File: src/ssmc_pkg.sv
package ssmc_pkg;
  localparam int CLK_HZ = 40_000_000;
  localparam int FSW_MIN_KHZ = 300;
  localparam int FSW_MAX_KHZ = 2000;
  // Longest period rounds down, shortest rounds up
  localparam int PER_MAX_CYC = CLK_HZ / (FSW_MIN_KHZ * 1000);
  localparam int PER_MIN_CYC = (CLK_HZ + FSW_MAX_KHZ * 1000 - 1) / (FSW_MAX_KHZ * 1000);
  localparam logic [7:0] PER_MAX = 8'(PER_MAX_CYC);
  localparam logic [7:0] PER_MIN = 8'(PER_MIN_CYC);
  localparam int A_EXT_BIT = 5;
  localparam int B_EXT_BIT = 6;
  localparam int A_INT_BIT = 8;
  localparam int B_INT_BIT = 9;
  localparam int A_PLL_BIT = 14;
  localparam int B_PLL_BIT = 15;
  localparam int A_PH_LSB = 20;
  localparam int B_PH_LSB = 28;
  localparam int PHASE_STEP_DEG = 30;
  localparam logic [11:0] PHASE_STEPS = 12'(360 / PHASE_STEP_DEG);
  localparam logic [3:0] PHASE_CODE_MAX = 4'hB;
  localparam logic [31:0] CFG_RESET = 32'h0000_0000;

  typedef enum logic [1:0] {
    SSMC_MODE_OFF,
    SSMC_MODE_CLOSED,
    SSMC_MODE_PLL,
    SSMC_MODE_RSVD
  } ssmc_mode_t;

  function automatic ssmc_mode_t ssmc_decode(input logic ext, input logic int_en,
                                             input logic pll);
    ssmc_mode_t m;
    if (!int_en && !pll) begin
      m = SSMC_MODE_OFF;
    end else if (int_en && !ext && !pll) begin
      m = SSMC_MODE_CLOSED;
    end else if (!int_en && ext && pll) begin
      m = SSMC_MODE_PLL;
    end else begin
      m = SSMC_MODE_RSVD;
    end
    return m;
  endfunction
endpackage

File: src/ssmc_chan.sv
`timescale 1ns/1ps
module ssmc_chan (
  input wire logic i_clk,                         // System clock
  input wire logic i_sys_rst,                     // Async reset, high
  input wire ssmc_pkg::ssmc_mode_t i_mode,        // Decoded sync mode
  input wire logic [3:0] i_phase_code,            // Phase offset code
  input wire logic [7:0] i_period,                // Free-running period, cycles
  input wire logic i_sync_rise,                   // Synchronised sync edge pulse
  output logic o_sw_clk,                          // Phase-shifted switching pulse
  output logic o_ref_clk,                         // 50 percent reference clock
  output logic o_locked                           // Following external clock
);
  typedef struct packed {
    logic [7:0] cnt;
    logic [8:0] since;
    logic locked;
    logic ref_clk;
    logic pulse;
  } ssmc_chan_t;

  ssmc_chan_t r_reg, r_next;
  logic [7:0] per;
  logic [7:0] off;
  logic [11:0] prod;
  logic run;

  always_comb begin
    per = i_period;
    if (i_period < ssmc_pkg::PER_MIN) begin
      per = ssmc_pkg::PER_MIN;
    end else if (i_period > ssmc_pkg::PER_MAX) begin
      per = ssmc_pkg::PER_MAX;
    end
    // Offset of code times one twelfth of the period
    prod = 12'(i_phase_code) * 12'(per);
    off = 8'(prod / ssmc_pkg::PHASE_STEPS);
    // Reserved codes fall back to no offset
    if (i_phase_code > ssmc_pkg::PHASE_CODE_MAX) begin
      off = 8'h00;
    end
    run = (i_mode == ssmc_pkg::SSMC_MODE_CLOSED) || (i_mode == ssmc_pkg::SSMC_MODE_PLL);
    r_next = r_reg;
    if (!run) begin
      r_next = '0;
    end else begin
      r_next.cnt = (r_reg.cnt >= per - 8'h01) ? 8'h00 : r_reg.cnt + 8'h01;
      r_next.since = (r_reg.since == 9'h1FF) ? r_reg.since : r_reg.since + 9'h001;
      // Loss of the external clock drops back to free running
      if (r_reg.since > {per, 1'b0}) begin
        r_next.locked = 1'b0;
      end
      if (i_mode == ssmc_pkg::SSMC_MODE_PLL && i_sync_rise) begin
        r_next.cnt = 8'h00;
        r_next.since = 9'h000;
        r_next.locked = 1'b1;
      end
      if (i_mode != ssmc_pkg::SSMC_MODE_PLL) begin
        r_next.locked = 1'b0;
      end
      // High for half the period, 50 percent nominal
      r_next.ref_clk = r_next.cnt < {1'b0, per[7:1]};
      r_next.pulse = r_next.cnt == off;
    end
  end

  always_ff @(posedge i_clk or posedge i_sys_rst) begin
    if (i_sys_rst) begin
      r_reg <= '0;
    end else begin
      r_reg <= r_next;
    end
  end

  assign o_sw_clk = r_reg.pulse;
  assign o_ref_clk = r_reg.ref_clk;
  assign o_locked = r_reg.locked;
endmodule

File: src/ssmc_top.sv
`timescale 1ns/1ps
module ssmc_top (
  input wire logic i_clk,                         // System clock, 40 MHz
  input wire logic i_sys_rst,                     // Async reset, high
  input wire logic [31:0] i_cfg_wdata,            // Configuration word to write
  input wire logic i_cfg_we,                      // Write strobe, one cycle
  output logic [31:0] o_cfg_rdata,                // Configuration word readback
  input wire logic [7:0] i_period_a,              // Channel A period in cycles
  input wire logic [7:0] i_period_b,              // Channel B period in cycles
  input wire logic i_sync_i,                      // Sync pin level in
  output logic o_sync_o,                          // Sync pin level out
  output logic o_sync_oe,                         // Sync pin drive enable
  output logic o_sw_clk_a,                        // Channel A switching pulse
  output logic o_sw_clk_b,                        // Channel B switching pulse
  output ssmc_pkg::ssmc_mode_t o_mode_a,          // Channel A decoded mode
  output ssmc_pkg::ssmc_mode_t o_mode_b,          // Channel B decoded mode
  output logic o_locked_a,                        // Channel A following sync
  output logic o_locked_b,                        // Channel B following sync
  output logic o_cfg_reserved                     // Reserved setting in use
);
  typedef struct packed {
    logic [31:0] cfg;
    logic meta;
    logic sync_s;
    logic sync_d;
    logic sync_out;
    logic sync_oe;
  } ssmc_top_t;

  ssmc_top_t r_reg, r_next;
  ssmc_pkg::ssmc_mode_t mode [2];
  logic [3:0] code [2];
  logic [7:0] period [2];
  logic [1:0] sw_clk;
  logic [1:0] ref_clk;
  logic [1:0] locked;
  logic sync_rise;
  logic drive;

  ////////////////////////////////////////////////////////////////////////////
  always_comb begin
    mode[0] = ssmc_pkg::ssmc_decode(r_reg.cfg[ssmc_pkg::A_EXT_BIT],
      r_reg.cfg[ssmc_pkg::A_INT_BIT], r_reg.cfg[ssmc_pkg::A_PLL_BIT]);
    mode[1] = ssmc_pkg::ssmc_decode(r_reg.cfg[ssmc_pkg::B_EXT_BIT],
      r_reg.cfg[ssmc_pkg::B_INT_BIT], r_reg.cfg[ssmc_pkg::B_PLL_BIT]);
    code[0] = r_reg.cfg[ssmc_pkg::A_PH_LSB +: 4];
    code[1] = r_reg.cfg[ssmc_pkg::B_PH_LSB +: 4];
    period[0] = i_period_a;
    period[1] = i_period_b;
  end

  // The second and third stages feed the edge detector, the first does not
  assign sync_rise = r_reg.sync_s && !r_reg.sync_d;

  // The pin is one wire: drive it only when nobody here listens to it
  assign drive = (mode[0] == ssmc_pkg::SSMC_MODE_CLOSED
    || mode[1] == ssmc_pkg::SSMC_MODE_CLOSED)
    && mode[0] != ssmc_pkg::SSMC_MODE_PLL && mode[1] != ssmc_pkg::SSMC_MODE_PLL;

  always_comb begin
    r_next = r_reg;
    if (i_cfg_we) begin
      r_next.cfg = i_cfg_wdata;
    end
    r_next.meta = i_sync_i;
    r_next.sync_s = r_reg.meta;
    r_next.sync_d = r_reg.sync_s;
    // Drive out the closed-loop reference clock
    r_next.sync_oe = drive;
    r_next.sync_out = 1'b0;
    if (drive) begin
      r_next.sync_out = (mode[0] == ssmc_pkg::SSMC_MODE_CLOSED) ? ref_clk[0] : ref_clk[1];
    end
  end

  always_ff @(posedge i_clk or posedge i_sys_rst) begin
    if (i_sys_rst) begin
      r_reg <= '{cfg: ssmc_pkg::CFG_RESET, default: '0};
    end else begin
      r_reg <= r_next;
    end
  end

  ////////////////////////////////////////////////////////////////////////////
  genvar g;
  generate
    for (g = 0; g < 2; g++) begin : g_chan
      ssmc_chan u_chan (
        .i_clk(i_clk),
        .i_sys_rst(i_sys_rst),
        .i_mode(mode[g]),
        .i_phase_code(code[g]),
        .i_period(period[g]),
        .i_sync_rise(sync_rise),
        .o_sw_clk(sw_clk[g]),
        .o_ref_clk(ref_clk[g]),
        .o_locked(locked[g])
      );
    end
  endgenerate

  assign o_cfg_rdata = r_reg.cfg;
  assign o_sync_o = r_reg.sync_out;
  assign o_sync_oe = r_reg.sync_oe;
  assign o_sw_clk_a = sw_clk[0];
  assign o_sw_clk_b = sw_clk[1];
  assign o_mode_a = mode[0];
  assign o_mode_b = mode[1];
  assign o_locked_a = locked[0];
  assign o_locked_b = locked[1];
  // Flag reserved mode and offset settings
  assign o_cfg_reserved = mode[0] == ssmc_pkg::SSMC_MODE_RSVD
    || mode[1] == ssmc_pkg::SSMC_MODE_RSVD
    || code[0] > ssmc_pkg::PHASE_CODE_MAX || code[1] > ssmc_pkg::PHASE_CODE_MAX;
endmodule

File: config.mk
export PLATFORM = sky130hd
export DESIGN_NAME = ssmc_top
export DESIGN_NICKNAME = d
export VERILOG_FILES = /design/src/ssmc_pkg.sv /design/src/ssmc_chan.sv /design/src/ssmc_top.sv
export SDC_FILE = /design/constraint.sdc
export NUM_CORES = 1
export LEC_CHECK = 0
export ABC_AREA = 1
export CORE_ASPECT_RATIO = 1.75
export CORE_MARGIN = 8
export CORE_UTILIZATION = 60
export CTS_BUF_LIST = sky130_fd_sc_hd__clkbuf_4 sky130_fd_sc_hd__clkbuf_8
export CTS_CLUSTER_DIAMETER = 60
export DETAILED_ROUTE_END_ITERATION = 10
export DONT_BUFFER_PORTS = 1
export GPL_TIMING_DRIVEN = 0
export HOLD_SLACK_MARGIN = 0.1
export PLACE_DENSITY = 0.82
export SETUP_SLACK_MARGIN = 0.1
export SLEW_MARGIN = 20
export SYNTH_ARGS = -nofsm -noshare
export SYNTH_HDL_FRONTEND = slang
export SYNTH_SLANG_ARGS = --single-unit
export TNS_END_PERCENT = 5
File: constraint.sdc
create_clock -name i_clk -period 5.35 [get_ports i_clk]
set_clock_uncertainty 0.05 [all_clocks]
set_input_delay 0 -clock i_clk [delete_from_list [all_inputs] [get_ports i_clk]]
set_output_delay 0 -clock i_clk [all_outputs]
set_load 0.02 [all_outputs]
==> reports/metrics.csv <==
stage;metric;value;unit
logic_synthesis;synthArstFlopShare;1.00;
drt;routedWlPerCell;16.6;µm
timing;finalSetupTns;0;ns
clock_tree;numCtsBuffers;9;
clock_tree;cts_tree;done;
clock_tree;clkTransAtPathRegs;0.09;ns
cells_and_area;final-instance-count-excl-fill;1308;
place;gp_congestion;0.971;
logic_synthesis;ys_ff_latch;77;
status;status;finished, final reports clean;
cells_and_area;drive_above_1_share;0.174;
global_route;grt_max_degree;57;
timing;setup_viol;0;
power;p_total;2.67;mW
drt;firstDrtPassIters;4;
worst_hold_path;hold_class;in -> reg;
cells_and_area;fillers;979;
cells_and_area;multi_input_area;5190;µm²
clock_tree;clock_latency;0.36;ns
clock_tree;clock-root-buffer;clkbuf_8;
critical_path;crit_type;reg -> reg;
place;dp.cells;1237;
floorplan;fp.dieW;102;µm
cells_and_area;antenna_cells;0;
critical_path;cpPeakStageDelay;0.54;ns
critical_path;cpMaxStageDelayCell;fa_1;
worst_hold_path;whs_path_depth;1;
logic_synthesis;synth_common_cells;nand2_1 (221), inv_1 (181), nor2_1 (106);
cells_and_area;synthToLayoutAreaGrowth;16.3;%
logic_synthesis;ys_seq_area_frac;0.247;
drt;drtAntennaViolNets;0;
logic_synthesis;synth_top_cell_area_share;0.247;
timing;hold_slack;0.147;ns
global_route;grt_pass1_wl;34000;µm
critical_path;start_kind;flop;
place;port_buffers;0;
logic_synthesis;ys_warn_count;0;
critical_path;crit_family;simple AND/OR/NAND/NOR gates;
clock_tree;htreeDepth;3;
critical_path;r2r_slack;0.42;ns
logic_synthesis;synth_area_leader_cell;dfrtp_1;
critical_path;crit_path_max_fanout;6;
power;ir_drop;0.195;mV
critical_path;cp_num_cells;36;
critical_path;ff2ff_path_depth;36;
critical_path;end_kind;flop;
timing;worst_slew_pin_slew;0.608;ns
logic_synthesis;synth_flop_cell;dfrtp_1;
cells_and_area;post-route-cell-area;9070;µm²
place;postPlaceCellArea;8050;µm²
clock_tree;clk_path_buf_depth;2;
cells_and_area;largest_reg_flops;34;
timing;slew_headroom;0.595;
power;powerDensity;294;nW/µm²
logic_synthesis;yosysMostFrequentCell;nand2_1;
logic_synthesis;netlist_instances;1065;
power;p_leak;4.78;nW
drt;drc;0;
global_route;grt_pass1_vias;7422;
flow_run;cap_violations;0;
drt;vias;7339;
logic_synthesis;synth_edf_count;0;
floorplan;start_util;0.610;
timing;min_period;4.93;ns
cells_and_area;regArea;1930;µm²
place;hpwl;16400;µm
floorplan;num_rows;55;
global_route;grt_overflow;0;
critical_path;arrival;5.17;ns
logic_synthesis;syn_area_per_cell;7.33;µm²
timing;rsz0062_at_grt;true;
critical_path;critPathMostFrequentCell;nand2_1;
global_route;grt_usage;0.251;
floorplan;die_h;167;µm
critical_path;cp.required;5.59;ns
timing;fmax;203;MHz
logic_synthesis;syn_area;7810;µm²
timing;finalHoldViolCount;0;
drt;drt-total-wl;21600;µm
drt;via_per_inst;5.61;
floorplan;die_area;17100;µm²
logic_synthesis;syn-num-nets;1227;
logic_synthesis;ys_types;45;
timing;drv_slew;0;
timing;fin_crit_sh;0.921;
clock_tree;cts_sinks;77;
floorplan;ios;95;
global_route;antenna_found_initial;0;
logic_synthesis;synth.area.top_cells;dfrtp_1 (25%), ha_1 (14%), nand2_1 (11%), inv_1 (8.7%), fa_1 (6.2%);
cells_and_area;fin_nets;1295;
floorplan;core;12800;µm²
critical_path;worst-path-buf-inv;5;
drt;drt_iter0_drc;331;
==> through the flow <==
step	worst slack, ns	utilization
2_1_floorplan	0.272	-
3_3_place_gp	-0.741	0.627
3_5_place_dp	-0.831	0.629
4_1_cts	0.108	0.674
5_1_grt	0.00258	0.709
6_report	0.423	0.709
==> path summary, 6_finish.rpt <==
| path | startpoint | to |
|---|---|---|
| hold reg to reg | r_next[2] | r_reg[2] |
| hold / removal | i_sync_i | r_next[3] |
| max in group asynchronous | i_sys_rst | o_cfg_rdata[31] |
| setup / recovery | o_cfg_rdata[31] | g_chan[1].u_chan.o_sw_clk |
| min in group asynchronous | i_sys_rst | r_reg[2] |
| setup reg to reg | o_cfg_rdata[31] | g_chan[1].u_chan.o_sw_clk |
==> cell families after synthesis <==
logic type	synth area share
flops	0.247
xor+xnor	0.0471
simple gates	0.263
mux	0.0260
compound gates	0.0920
fa+ha+maj	0.199
buf+inv	0.125
==> final cells by class <==
| cell class | count | area share |
|---|---|---|
| Multi-Input combinational cell | 759 | 0.572 |
| Sequential cell | 77 | 0.213 |
| Tap cell | 171 | 0.0236 |
| Clock buffer | 10 | 0.0152 |
| Clock inverter | 5 | 0.00662 |
| Timing Repair Buffer | 57 | 0.0587 |
| Inverter | 188 | 0.0798 |
| Buffer | 41 | 0.0306 |
==> layer usage <==
layer / wire [µm] / share of wire / vias to the layer above / track usage
met1: 7470 / 0.35 / 3484 / 0.244
met5: 0 / 0 / - / 0
met3: 939 / 0.043 / 86 / 0.0225
met2: 12000 / 0.55 / 252 / 0.479
met4: 1240 / 0.057 / 0 / 0.151
li1: - / - / 3517 / -
==> cell usage in the layout, fill, tap and decap left out, drive strengths merged, types with 2 or more instances in the layout <==
master / n
nand4: 18
a21oi: 55
xor2: 37
clkbuf: 18
a211oi: 2
o21bai: 7
dlygate4sd3: 35
inv: 186
xnor2: 5
fa: 24
clkinvlp: 2
buf: 55
nand2: 232
nor3b: 2
nand3: 64
nor2: 112
a2111oi: 3
clkinv: 4
o211ai: 2
o21a: 2
or2: 2
ha: 86
o21ai: 45
nand3b: 9
mux2: 18
nor3: 24
dfrtp: 77
==> repair_timing <==
action / CTS / global route
hold buffers: 36 / 0
resized for setup: 5 / 83
buffers inserted: 0 / 20
endpoints found under the hold margin: 111 / 0
pin swaps: 0 / 19
setup endpoints to repair: 2 / 2
==> power by group <==
| part | switching (mW) | internal (mW) | total [mW] |
|---|---|---|---|
| clock network | 0.224 | 0.227 | 0.452 |
| registers | 0.0608 | 0.635 | 0.696 |
| logic | 0.946 | 0.576 | 1.52 |
No activity file was read; power rests on OpenSTA's default activity.
